===== config.mk =====
export PLATFORM = sky130hd
export DESIGN_NAME = core_arith_logic_ops
export DESIGN_NICKNAME = d
export VERILOG_FILES = /design/src/design/core_alu_pkg.sv /design/src/design/file_ram.sv /design/src/design/core_arith_logic_ops.sv
export SDC_FILE = /design/constraint.sdc
export NUM_CORES = 1
export LEC_CHECK = 0
export ABC_AREA = 1
export BUFFER_PORTS_ARGS = -buffer_cell sky130_fd_sc_hd__buf_2
export CORE_MARGIN = 4
export CORE_UTILIZATION = 40
export CTS_CLUSTER_DIAMETER = 200
export DETAILED_ROUTE_END_ITERATION = 16
export PLACE_DENSITY = 0.61
export SYNTH_ARGS = -nofsm -noshare
export SYNTH_HDL_FRONTEND = slang
export SYNTH_SLANG_ARGS = --single-unit

===== constraint.sdc =====
create_clock -name clk_i -period 12.6 [get_ports clk_i]
set_input_delay 0.63 -clock clk_i [delete_from_list [all_inputs] [get_ports clk_i]]
set_output_delay 0.63 -clock clk_i [all_outputs]
set_load 0.05 [all_outputs]

===== src/design/core_alu_pkg.sv =====
package core_alu_pkg;

  // datapath and bus widths
  localparam int unsigned DATA_W  = 8;
  localparam int unsigned FILE_AW = 7;
  localparam int unsigned PTR_W   = 16;
  localparam int unsigned INSTR_W = 14;
  localparam int unsigned ADDR_W  = 6;
  localparam int unsigned BUS_W   = 32;

  // register byte offsets on the bus
  localparam logic [ADDR_W-1:0] OFS_INSTR  = 6'h00;
  localparam logic [ADDR_W-1:0] OFS_ACC    = 6'h04;
  localparam logic [ADDR_W-1:0] OFS_STATUS = 6'h08;
  localparam logic [ADDR_W-1:0] OFS_PTR0   = 6'h0C;
  localparam logic [ADDR_W-1:0] OFS_PTR1   = 6'h10;
  localparam logic [ADDR_W-1:0] OFS_FADDR  = 6'h14;
  localparam logic [ADDR_W-1:0] OFS_FDATA  = 6'h18;
  localparam logic [ADDR_W-1:0] OFS_CYCLES = 6'h1C;

  // reset values
  localparam logic [DATA_W-1:0]  ACC_RST    = 8'h00;
  localparam logic [2:0]         STATUS_RST = 3'h0;
  localparam logic [PTR_W-1:0]   PTR_RST    = 16'h0000;
  localparam logic [INSTR_W-1:0] INSTR_RST  = 14'h0000;

  // opcode prefixes of the 14-bit instruction word
  localparam logic [6:0] OPC_PTR_ADD   = 7'h62;
  localparam logic [5:0] OPC_LIT_ADD   = 6'h3E;
  localparam logic [5:0] OPC_LIT_MASK  = 6'h39;
  localparam logic [5:0] OPC_FILE_MASK = 6'h05;
  localparam logic [5:0] OPC_FILE_ADD  = 6'h07;
  localparam logic [5:0] OPC_FILE_ADC  = 6'h3D;
  localparam logic [5:0] OPC_SHIFT     = 6'h37;
  localparam logic [3:0] OPC_BIT_ZERO  = 4'h4;

  // indirect alias file addresses and pointer stretch bit
  localparam logic [FILE_AW-1:0] ALIAS0_ADDR = 7'h00;
  localparam logic [FILE_AW-1:0] ALIAS1_ADDR = 7'h01;
  localparam int unsigned        PTR_MSB     = 15;

  typedef struct packed {
    logic z;   // result_null_bit
    logic dc;  // nibble_overflow_bit
    logic c;   // arith_overflow_bit
  } status_t;

  typedef struct packed {
    logic              read;
    logic              write;
    logic [ADDR_W-1:0] address;
    logic [BUS_W-1:0]  writedata;
  } av_req_t;

  typedef enum logic [3:0] {
    OP_NONE, OP_PTR_ADD, OP_LIT_ADD, OP_LIT_MASK, OP_FILE_MASK,
    OP_FILE_ADD, OP_FILE_ADC, OP_SHIFT, OP_BIT_ZERO
  } op_t;

  typedef enum logic [1:0] {S_IDLE, S_FETCH, S_STALL, S_EXEC} state_t;

endpackage : core_alu_pkg


===== src/design/file_ram.sv =====
module file_ram #(
  parameter int unsigned WIDTH = 8,
  parameter int unsigned DEPTH = 128,
  parameter int unsigned AW    = 7
) (
  input  wire logic             clk_i,
  input  wire logic             reset_i,
  input  wire logic             we_i,
  input  wire logic [AW-1:0]    addr_i,
  input  wire logic [WIDTH-1:0] wdata_i,
  output logic      [WIDTH-1:0] rdata_o
);

  logic [WIDTH-1:0] mem_q [DEPTH];
  logic [WIDTH-1:0] rdata_q;

  // storage has no reset, like the data memory it models
  always_ff @(posedge clk_i) begin
    if (we_i) begin
      mem_q[addr_i] <= wdata_i;
    end
  end

  // registered read, old data on a same-address write
  always_ff @(posedge clk_i) begin
    if (reset_i) begin
      rdata_q <= '0;
    end else begin
      rdata_q <= mem_q[addr_i];
    end
  end

  assign rdata_o = rdata_q;

endmodule : file_ram


===== src/design/core_arith_logic_ops.sv =====
// Added by the designer: the placing of the registers and the Avalon-MM slave port.
module core_arith_logic_ops
  import core_alu_pkg::*;
#(
  parameter int unsigned FILE_DEPTH = 128
) (
  input  wire logic             clk_i,
  input  wire logic             reset_i,
  input  wire av_req_t          avs_i,
  output logic      [BUS_W-1:0] avs_readdata_o,
  output logic                  avs_waitrequest_o
);

  state_t             state_q, state_d;
  logic [INSTR_W-1:0] instr_q;
  logic [DATA_W-1:0]  acc_q;
  status_t            status_q;
  logic [PTR_W-1:0]   ptr0_q, ptr1_q;
  logic [FILE_AW-1:0] faddr_q;
  logic [15:0]        cycles_q;
  logic               wait_q;
  logic [BUS_W-1:0]   rdata_q;

  // instruction fields
  wire [DATA_W-1:0]  lit  = instr_q[7:0];
  wire [FILE_AW-1:0] fsel = instr_q[6:0];
  wire               dest = instr_q[7];
  wire [2:0]         bsel = instr_q[9:7];
  wire               psel = instr_q[6];
  wire [5:0]         kval = instr_q[5:0];

  // opcode decode, pointer add checked first
  op_t op;
  assign op = (instr_q[13:7] == OPC_PTR_ADD)   ? OP_PTR_ADD   :
              (instr_q[13:8] == OPC_LIT_ADD)   ? OP_LIT_ADD   :
              (instr_q[13:8] == OPC_LIT_MASK)  ? OP_LIT_MASK  :
              (instr_q[13:8] == OPC_FILE_MASK) ? OP_FILE_MASK :
              (instr_q[13:8] == OPC_FILE_ADD)  ? OP_FILE_ADD  :
              (instr_q[13:8] == OPC_FILE_ADC)  ? OP_FILE_ADC  :
              (instr_q[13:8] == OPC_SHIFT)     ? OP_SHIFT     :
              (instr_q[13:10] == OPC_BIT_ZERO) ? OP_BIT_ZERO  : OP_NONE;

  wire ex        = (state_q == S_EXEC);
  wire idle      = (state_q == S_IDLE);
  wire is_add    = (op == OP_LIT_ADD) | (op == OP_FILE_ADD) | (op == OP_FILE_ADC);
  wire is_mask   = (op == OP_LIT_MASK) | (op == OP_FILE_MASK);
  wire dest_op   = (op == OP_FILE_MASK) | (op == OP_FILE_ADD) | (op == OP_FILE_ADC) |
                   (op == OP_SHIFT);
  wire uses_file = dest_op | (op == OP_BIT_ZERO);

  // indirect alias resolves through the pointer low bits
  wire               alias0    = uses_file & (fsel == ALIAS0_ADDR);
  wire               alias_hit = alias0 | (uses_file & (fsel == ALIAS1_ADDR));
  wire [PTR_W-1:0]   alias_ptr = alias0 ? ptr0_q : ptr1_q;
  wire [FILE_AW-1:0] eff_addr  = alias_hit ? alias_ptr[FILE_AW-1:0] : fsel;
  wire               stretch   = alias_hit & alias_ptr[PTR_MSB];

  // operand and adder, nibble carry taken separately
  logic [DATA_W-1:0] fdata;
  wire [DATA_W-1:0] opnd  = (op == OP_LIT_ADD || op == OP_LIT_MASK) ? lit : fdata;
  wire              cin   = (op == OP_FILE_ADC) & status_q.c;
  wire [8:0]        sum9  = {1'b0, acc_q} + {1'b0, opnd} + {8'h00, cin};
  wire [4:0]        nib5  = {1'b0, acc_q[3:0]} + {1'b0, opnd[3:0]} + {4'h0, cin};
  wire [DATA_W-1:0] and8  = acc_q & opnd;
  wire [DATA_W-1:0] shr8  = {fdata[7], fdata[7:1]};
  wire [DATA_W-1:0] bclr8 = fdata & ~(8'h01 << bsel);

  // result select and routing by destination bit
  wire [DATA_W-1:0] result = is_add           ? sum9[7:0] :
                             is_mask          ? and8      :
                             (op == OP_SHIFT) ? shr8      : bclr8;
  wire to_acc  = (op == OP_LIT_ADD) | (op == OP_LIT_MASK) | (dest_op & ~dest);
  wire to_file = (op == OP_BIT_ZERO) | (dest_op & dest);
  wire upd_z   = is_add | is_mask | (op == OP_SHIFT);
  wire upd_c   = is_add | (op == OP_SHIFT);
  wire upd_dc  = is_add;

  // flags: carry out of bit 7 (operand bit 0 on a shift) and bit 3, zero result
  status_t flags_new;
  assign flags_new.z  = upd_z  ? (result == 8'h00) : status_q.z;
  assign flags_new.dc = upd_dc ? nib5[4] : status_q.dc;
  assign flags_new.c  = !upd_c ? status_q.c :
                        (op == OP_SHIFT) ? fdata[0] : sum9[8];

  // pointer add wraps naturally at 16 bits
  wire [PTR_W-1:0] k_sext  = {{10{kval[5]}}, kval};
  wire [PTR_W-1:0] ptr_sum = (psel ? ptr1_q : ptr0_q) + k_sext;
  wire             ptr_ex  = ex & (op == OP_PTR_ADD);

  // bus decode; accepted only when idle, so no clash with execution
  wire accept   = (avs_i.read | avs_i.write) & wait_q & idle;
  wire wr       = accept & avs_i.write;
  wire [ADDR_W-1:0] a = {avs_i.address[ADDR_W-1:2], 2'b00};
  wire wr_instr = wr & (a == OFS_INSTR);
  wire wr_fdata = wr & (a == OFS_FDATA);

  logic [BUS_W-1:0] rd_mux;
  assign rd_mux = (a == OFS_INSTR)  ? {17'h0, ~idle, 14'(instr_q)} :
                  (a == OFS_ACC)    ? {24'h0, acc_q} :
                  (a == OFS_STATUS) ? {29'h0, status_q} :
                  (a == OFS_PTR0)   ? {16'h0, ptr0_q} :
                  (a == OFS_PTR1)   ? {16'h0, ptr1_q} :
                  (a == OFS_FADDR)  ? {25'h0, faddr_q} :
                  (a == OFS_FDATA)  ? {24'h0, fdata} :
                  (a == OFS_CYCLES) ? {16'h0, cycles_q} : 32'h0000_0000;

  // file memory: bus window when idle, operand address while executing
  wire [FILE_AW-1:0] mem_addr = idle ? faddr_q : eff_addr;
  wire               mem_we   = wr_fdata | (ex & to_file);
  wire [DATA_W-1:0]  mem_wdat = idle ? avs_i.writedata[7:0] : result;

  file_ram #(
    .WIDTH (DATA_W),
    .DEPTH (FILE_DEPTH),
    .AW    (FILE_AW)
  ) u_file_ram (
    .clk_i   (clk_i),
    .reset_i (reset_i),
    .we_i    (mem_we),
    .addr_i  (mem_addr),
    .wdata_i (mem_wdat),
    .rdata_o (fdata)
  );

  // sequencer: operand fetch, optional stretch, one execute cycle
  always_comb begin
    state_d = state_q;
    case (state_q)
      S_IDLE:  state_d = wr_instr ? S_FETCH : S_IDLE;
      S_FETCH: state_d = stretch ? S_STALL : S_EXEC;
      S_STALL: state_d = S_EXEC;
      S_EXEC:  state_d = S_IDLE;
      default: state_d = S_IDLE;
    endcase
  end

  always_ff @(posedge clk_i) begin
    if (reset_i) state_q <= S_IDLE;
    else         state_q <= state_d;
  end

  // waitrequest drops for exactly one cycle per accepted access
  always_ff @(posedge clk_i) begin
    if (reset_i) begin
      wait_q  <= 1'b1;
      rdata_q <= '0;
    end else begin
      wait_q  <= ~accept;
      rdata_q <= (accept & avs_i.read) ? rd_mux : rdata_q;
    end
  end

  // instruction, file address and busy-cycle counter
  always_ff @(posedge clk_i) begin
    if (reset_i) begin
      instr_q  <= INSTR_RST;
      faddr_q  <= '0;
      cycles_q <= '0;
    end else begin
      if (wr_instr) instr_q <= avs_i.writedata[INSTR_W-1:0];
      if (wr & (a == OFS_FADDR)) faddr_q <= avs_i.writedata[FILE_AW-1:0];
      if (!idle) cycles_q <= cycles_q + 16'h0001;
    end
  end

  // accumulator and flags: bus writes when idle, results in execute
  always_ff @(posedge clk_i) begin
    if (reset_i) begin
      acc_q    <= ACC_RST;
      status_q <= STATUS_RST;
    end else begin
      if (wr & (a == OFS_ACC))         acc_q <= avs_i.writedata[DATA_W-1:0];
      else if (ex & to_acc)            acc_q <= result;
      if (wr & (a == OFS_STATUS))      status_q <= avs_i.writedata[2:0];
      else if (ex & (op != OP_PTR_ADD)) status_q <= flags_new;
    end
  end

  // indirect pointers; pointer add leaves flags alone
  always_ff @(posedge clk_i) begin
    if (reset_i) begin
      ptr0_q <= PTR_RST;
      ptr1_q <= PTR_RST;
    end else begin
      if (wr & (a == OFS_PTR0))  ptr0_q <= avs_i.writedata[PTR_W-1:0];
      else if (ptr_ex & !psel)   ptr0_q <= ptr_sum;
      if (wr & (a == OFS_PTR1))  ptr1_q <= avs_i.writedata[PTR_W-1:0];
      else if (ptr_ex & psel)    ptr1_q <= ptr_sum;
    end
  end

  assign avs_readdata_o    = rdata_q;
  assign avs_waitrequest_o = wait_q;
endmodule : core_arith_logic_ops


==> results of run 1 <==
[synthesized netlist by cell type, drive strengths merged]
library cell | instances | area [um2]
conb | 1 | 3.75
and2 | 1 | 6.26
a21boi | 1 | 7.51
o2111ai | 4 | 35.0
xnor2 | 5 | 43.8
nand3 | 379 | 1910
o31ai | 1 | 7.51
nand2 | 2822 | 10600
a31oi | 34 | 219
nor2 | 226 | 863
nor4 | 5 | 31.3
nor3b | 1 | 7.51
o22ai | 14 | 87.6
nor3 | 19 | 115
a21o | 1 | 7.51
o21bai | 2 | 15.0
dfxtp | 107 | 2140
o311ai | 3 | 26.3
edfxtp | 1024 | 30700
a22oi | 5 | 37.5
o211ai | 21 | 168
clkbuf | 116 | 435
a21oi | 93 | 480
buf | 196 | 1050
clkinv | 5 | 20.0
o211a | 1 | 10.0
or2 | 2 | 12.5
nand4 | 4 | 31.3
a211oi | 1 | 7.51
xor2 | 14 | 123
inv | 147 | 552
o21a | 1 | 7.51
fa | 3 | 60.1
o221ai | 9 | 78.8
ha | 27 | 338
o21ai | 141 | 709
a221oi | 2 | 17.5
[registers in the layout (all words and copies together), names as in the netlist, 8 cells and up]
register	cells
instr_q	14
avs_readdata_o	16
u_file_ram.rdata_o	8
ptr0_q	16
cycles_q	16
acc_q	8
ptr1_q	16
u_file_ram.mem_q	1024
[cell usage in the layout, fill, tap and decap left out, types with 4 or more instances in the layout]
cell and count:
buf_4 54, clkinv_2 15, xnor2_1 5, o221ai_1 9, nor3_1 15, bufinv_16 7
nor2_2 4, buf_2 40, dfxtp_1 107, o21ai_0 102, nor4_1 5, nor2_1 221
nand2_1 2811, xor2_1 14, a31oi_1 33, clkbuf_1 37, o2111ai_1 4, nand3_1 378
o21ai_4 6, inv_6 4, nand2_4 7, o21ai_1 33, ha_1 27, inv_1 139
a22oi_1 5, nor3_2 4, o211ai_1 19, clkbuf_16 119, inv_2 6, conb_1 16
nand2_2 4, o22ai_1 14, edfxtp_1 1024, a21oi_1 91, clkinv_1 31
[cell families after synthesis]
| family | Yosys count |
|---|---|
| buffers and inverters | 464 |
| DFF | 1131 |
| other | 1 |
| and+or+nand+nor | 3459 |
| adders and majority gates | 30 |
| xor gates and xnor gates | 19 |
| AOI/OAI and AO/OA | 334 |
[worst register-to-register path: stages, from the launching register on]
cell     delay (ps)
dfxtp_1         540
nand2_1         160
inv_2           110
nand3_4         200
nand4_2         250
nand2_4         100
nor2_1          100
nand2_1         100
nand2_4         260
nand2_4         510
inv_4           550
buf_4           800
buf_4           860
nand2_1         130
nand2_1          90
nand2_1          50
nand2_1         150
nand2_1          70
nand2_1          90
nand2_1          70
nand2_1         130
o21ai_1          90
nand2_1         290
nor2_1           90
nor2_1          130
[through the flow]
stage                     utilization  worst slack, ps  power, mW  hold slack (ps)
after global placement          0.415             6770       4.69              450
after global routing            0.445             6190       8.23              178
final                           0.445             6610       7.99              207
after floorplan                     -             3650       4.53              441
after detailed placement        0.415             6790       4.70              457
after CTS                       0.445             6730       8.03              143
[routing by layer]
| metal | part of all wire | track usage |
|---|---|---|
| met1 | 0.42 | 0.282 |
| met2 | 0.46 | 0.334 |
| met3 | 0.076 | 0.0312 |
| met4 | 0.038 | 0.0792 |
| met5 | 0 | 0 |
[worst paths after layout]
check	startpoint	to	cells past startpoint
setup reg to reg	instr_q[8]	u_file_ram.rdata_o[4]	24
hold reg to reg	avs_readdata_o[5]	avs_readdata_o[5]	2
hold / removal	avs_i[14]	ptr1_q[14]	3
setup / recovery	instr_q[8]	u_file_ram.rdata_o[4]	24
[power groups by stage]
| stage | clock network, mW | registers, mW | logic (mW) |
|---|---|---|---|
| 2_1_floorplan | 0 | 4.25 | 0.285 |
| 3_3_place_gp | 0 | 4.22 | 0.474 |
| 3_5_place_dp | 0 | 4.22 | 0.477 |
| 4_1_cts | 3.41 | 4.14 | 0.479 |
| 5_1_grt | 3.57 | 4.14 | 0.525 |
| 6_report | 3.36 | 4.14 | 0.481 |
[area by class of cell]
class	count	area (um2)	share of cell area
flip-flops and latches	1131	32900	0.586
multi-input cells	3858	16300	0.290
clock buffers	160	3160	0.0563
well taps	1650	2060	0.0368
repair buffers	96	646	0.0115
inverters	152	577	0.0103
clock inverters	58	538	0.00958
diodes	2	5.00	0.0000891
==> impl_metrics.json, run 1 <==
{
  "setup_tns_ps": 0,
  "period_needed_ps": 5990,
  "crit_path_cell_trace": "nand2_1 -> inv_2 -> nand3_4 -> nand4_2 -> nand2_4 -> nor2_1 -> nand2_1 -> nand2_4 -> nand2_4 -> inv_4 -> buf_4 -> buf_4 -> nand2_1 -> nand2_1 -> nand2_1 -> nand2_1 -> nand2_1 -> nand2_1 -> nand2_1 -> nand2_1 -> o21ai_1 -> nand2_1 -> nor2_1 -> nor2_1",
  "cts_tree": "built",
  "gp_congestion": 0.926,
  "ys_warn_count": 0,
  "hold_path.class": "primary input to flop",
  "slew_violations": 0,
  "fp.dieArea_um2": 133000,
  "power_frac_seq": 0.519,
  "antenna_found_initial": 1,
  "ir_worst_vdd_mv": 0.121,
  "hold_viol_final": 0,
  "leakage_nw": 22.4,
  "totalWireLength_um": 141000,
  "fillers": 12000,
  "clockBufferDepth": 3,
  "max_stage_delay_ps": 800,
  "drive_gt1_frac": 0.0539,
  "clock.fmax_mhz": 167,
  "drt_pass1_iterations": 6,
  "power.internal_mw": 6.13,
  "grt_overflow": 0,
  "nets": 5429,
  "via_count": 37200,
  "drtIter0Drc": 3580,
  "clkPwrFrac": 0.421,
  "cts-root-buf": "clkbuf_16",
  "grt_pass1_vias": 34700,
  "row_count": 130,
  "synth.area.mux_share": 0,
  "p_sw_frac": 0.233,
  "cap_viol_max_count": 0,
  "rsz0062_at_grt": "false",
  "ys_types": 55,
  "clk_pin_slew_worst_paths_ps": 70,
  "crit_fanout": 80,
  "grt_start_max_net_pins": 199,
  "crit_required_ps": 13250,
  "netlist_instances": 5438,
  "finalCritPeriodShare": 0.475,
  "worst_path_max_delay_cell": "buf_4",
  "clock-sinks": 1131,
  "cpLargestDelayFamily": "simple AND/OR/NAND/NOR gates",
  "cp-end-kind": "flop",
  "syn_area_um2": 51000,
  "cts_htree_levels": 3,
  "ys_seq_elements": 1131,
  "die_h_um": 365,
  "drc_errors": 0,
  "cp_common_cell": "nand2_1",
  "pin_count": 75,
  "synth-adder-area-share": 0.00780,
  "grt_first_pass_wirelength_um": 212000,
  "wl_per_cell_um": 19.8,
  "worstMarginPinSlew_ps": 1320,
  "cp-start-kind": "flop",
  "synth_compound_area_frac": 0.0377,
  "p_sw_mw": 1.86,
  "initial_core_util": 0.404,
  "core_um2": 126000,
  "portBuffers": 40,
  "cts.hold.buffers_added": 0,
  "avgViaCountPerCell": 5.23,
  "relSlewSlack": 0.117,
  "status": "finished clean",
  "fp.dieW_um": 365,
  "ant_nets": 0,
  "combinationalPowerShare": 0.060,
  "path_buf_inv": 4,
  "instances_no_fill": 7107,
  "crit_type": "flop to flop",
  "powerDensity_nw_per_um2": 142,
  "hpwl_um": 79900,
  "synth_area_per_cell_um2": 9.38,
  "cts_inserted_buffers": 118,
  "cts_resized": 0,
  "grt_use_total": 0.206,
  "ff2ff_setup_slack_ps": 6610,
  "fin_skew_ps": 55.8,
  "cp.arrival_ps": 6640,
  "postCtsSetupBuffers": 0,
  "syn_to_final_growth_pct": 10.1,
  "synthSimpleGateAreaFrac": 0.266,
  "setup_violations": 0,
  "ys_seq_area_frac": 0.645,
  "worstSkewPairLatency_ps": 720,
  "dpl_cell_area_um2": 52400,
  "placed_cells": 6887,
  "synth_top_family_by_area": "simple AND/OR/NAND/NOR gates",
  "fin_area_um2": 56100,
  "synth-xor-area-share": 0.00326
}
Power figures use the tool's default switching activity.
==> inputs of run 2 (changes only) <==
==> constraint.sdc (replaced) <==
create_clock -name clk_i -period 5.7 [get_ports clk_i]
set_input_delay 0.285 -clock clk_i [delete_from_list [all_inputs] [get_ports clk_i]]
set_output_delay 0.285 -clock clk_i [all_outputs]
set_load 0.05 [all_outputs]
==> run 2 against run 1 <==
Worst setup slack got worse by 5600 ps. Worst hold slack worse by 140 ps. Register-to-register slack worse by 5600 ps.
==> impl_metrics.json, run 2 (same netlist as run 1, synthesis figures left out) <==
{
  "drtIter0Drc": 3750,
  "seqCellArea_um2": 32900,
  "largest_reg_flops": 1024,
  "powerDensity_nw_per_um2": 312,
  "crit_fanout": 50,
  "avgViaCountPerCell": 5.18,
  "combinationalPowerShare": 0.061,
  "slew_violations": 0,
  "hold_path.class": "primary input to flop",
  "placed_cells": 6928,
  "grt_first_pass_wirelength_um": 212000,
  "wl_per_cell_um": 19.4,
  "multi_input_area_um2": 16300,
  "final_common_cell": "nand2_1",
  "fillers": 11900,
  "fin_area_um2": 56900,
  "dpl_cell_area_um2": 53000,
  "row_count": 130,
  "status": "finished clean",
  "finalCritPeriodShare": 0.828,
  "cts_htree_levels": 3,
  "clockBufferDepth": 3,
  "setup_tns_ps": 0,
  "die_h_um": 365,
  "cp.arrival_ps": 5210,
  "ant_nets": 0,
  "power_frac_seq": 0.515,
  "crit_type": "flop to flop",
  "cts-root-buf": "clkbuf_16",
  "cp-end-kind": "flop",
  "hold_slack_ps": 71.7,
  "path_buf_inv": 5,
  "worstSkewPairLatency_ps": 750,
  "portBuffers": 40,
  "instances_no_fill": 7162,
  "power.internal_mw": 13.7,
  "worst_path_max_delay_cell": "nor2_1",
  "setup_slack_ps": 978,
  "detailedPlace.worstSlack_ps": 939,
  "total_power_mw": 17.8,
  "rsz0062_at_grt": "false",
  "cpLargestDelayFamily": "simple AND/OR/NAND/NOR gates",
  "grt_start_max_net_pins": 163,
  "fp.dieArea_um2": 133000,
  "core_um2": 126000,
  "cts_tree": "built",
  "drive_gt1_frac": 0.0613,
  "via_count": 37100,
  "clock.fmax_mhz": 212,
  "p_sw_mw": 4.11,
  "drt_pass1_iterations": 5,
  "period_needed_ps": 4720,
  "worstMarginPinSlew_ps": 1300,
  "p_sw_frac": 0.231,
  "max_stage_delay_ps": 730,
  "mostFrequentLayoutCells": "2,814 x nand2_1, 1,024 x edfxtp_1, 378 x nand3_1",
  "gp_congestion": 0.923,
  "antenna_cells": 0,
  "fp.dieW_um": 365,
  "leakage_nw": 22.8,
  "cap_viol_max_count": 0,
  "cp_common_cell": "inv_1",
  "fin_skew_ps": 72.8,
  "grt_use_total": 0.206,
  "ir_worst_vdd_mv": 0.249,
  "setup_violations": 0,
  "clock-sinks": 1131,
  "crit_required_ps": 6180,
  "cp-start-kind": "flop",
  "cts_inserted_buffers": 118,
  "clk_pin_slew_worst_paths_ps": 60,
  "pin_count": 75,
  "totalWireLength_um": 139000,
  "nets": 5487,
  "clkPwrFrac": 0.423,
  "syn_to_final_growth_pct": 11.5,
  "relSlewSlack": 0.129,
  "drc_errors": 0,
  "grt_pass1_vias": 35200,
  "final_core_util": 0.451,
  "initial_core_util": 0.404,
  "cts_resized": 0,
  "top_register": "u_file_ram.mem_q",
  "hpwl_um": 80500,
  "hold_viol_final": 0,
  "grt_overflow": 0,
  "antenna_found_initial": 0,
  "crit_path_cell_trace": "nor2_2 -> inv_1 -> nor4_1 -> nor2_1 -> inv_1 -> o21ai_0 -> inv_1 -> fa_1 -> inv_1 -> a31oi_1 -> o21ai_0 -> a21oi_1 -> o21ai_0 -> xor2_1 -> a21oi_1 -> nand2_1 -> nand2_4 -> buf_12"
}
-- run 2: worst reg2reg max path, delay by kind of cell (launching register included) --
kind / cells / cell delay (ps)
simple gates: 5 / 1420
compound gates: 6 / 1340
buf+inv: 5 / 710
flops: 1 / 520
fa+ha+maj: 1 / 380
xor+xnor: 1 / 90
-- run 2: final timing paths --
kind | start | endpoint | slack, ps | cells past startpoint
min | avs_i[15] | ptr1_q[15] | 70 | 5
max reg2reg | instr_q[9] | u_file_ram.mem_q[85][7] | 980 | 18
max | instr_q[9] | u_file_ram.mem_q[85][7] | 980 | 18
min reg2reg | avs_readdata_o[3] | avs_readdata_o[3] | 470 | 2
-- run 2: cell type report --
| type | instances | share of cell area |
|---|---|---|
| tap | 1650 | 0.0363 |
| sequential | 1131 | 0.578 |
| timing repair buffer | 154 | 0.0239 |
| clock buffer | 144 | 0.0536 |
| inverter | 152 | 0.0101 |
| multi-input combinational | 3858 | 0.286 |
| clock inverter | 73 | 0.0122 |
-- run 2: power groups by stage --
stage | Combinational (mW) | Clock, mW | Sequential (mW)
5_1_grt | 1.20 | 7.98 | 9.15
6_report | 1.09 | 7.53 | 9.16
2_1_floorplan | 0.632 | 0 | 9.37
4_1_cts | 1.09 | 7.65 | 9.15
3_3_place_gp | 1.07 | 0 | 9.33
3_5_place_dp | 1.08 | 0 | 9.33
-- run 2: repair_timing --
action / in CTS / in global routing
hold buffers: 17 / 0
hold endpoints to repair: 44 / 0
setup buffers: 0 / 0
endpoints found under the setup margin: 0 / 0
-- run 2: layer usage --
| layer | up-vias | GRT usage | share of wire |
|---|---|---|---|
| met5 | - | 0 | 0 |
| met4 | 0 | 0.0761 | 0.036 |
| met3 | 244 | 0.0294 | 0.067 |
| met2 | 1304 | 0.333 | 0.46 |
| met1 | 17600 | 0.283 | 0.43 |
| li1 | 17900 | - | - |
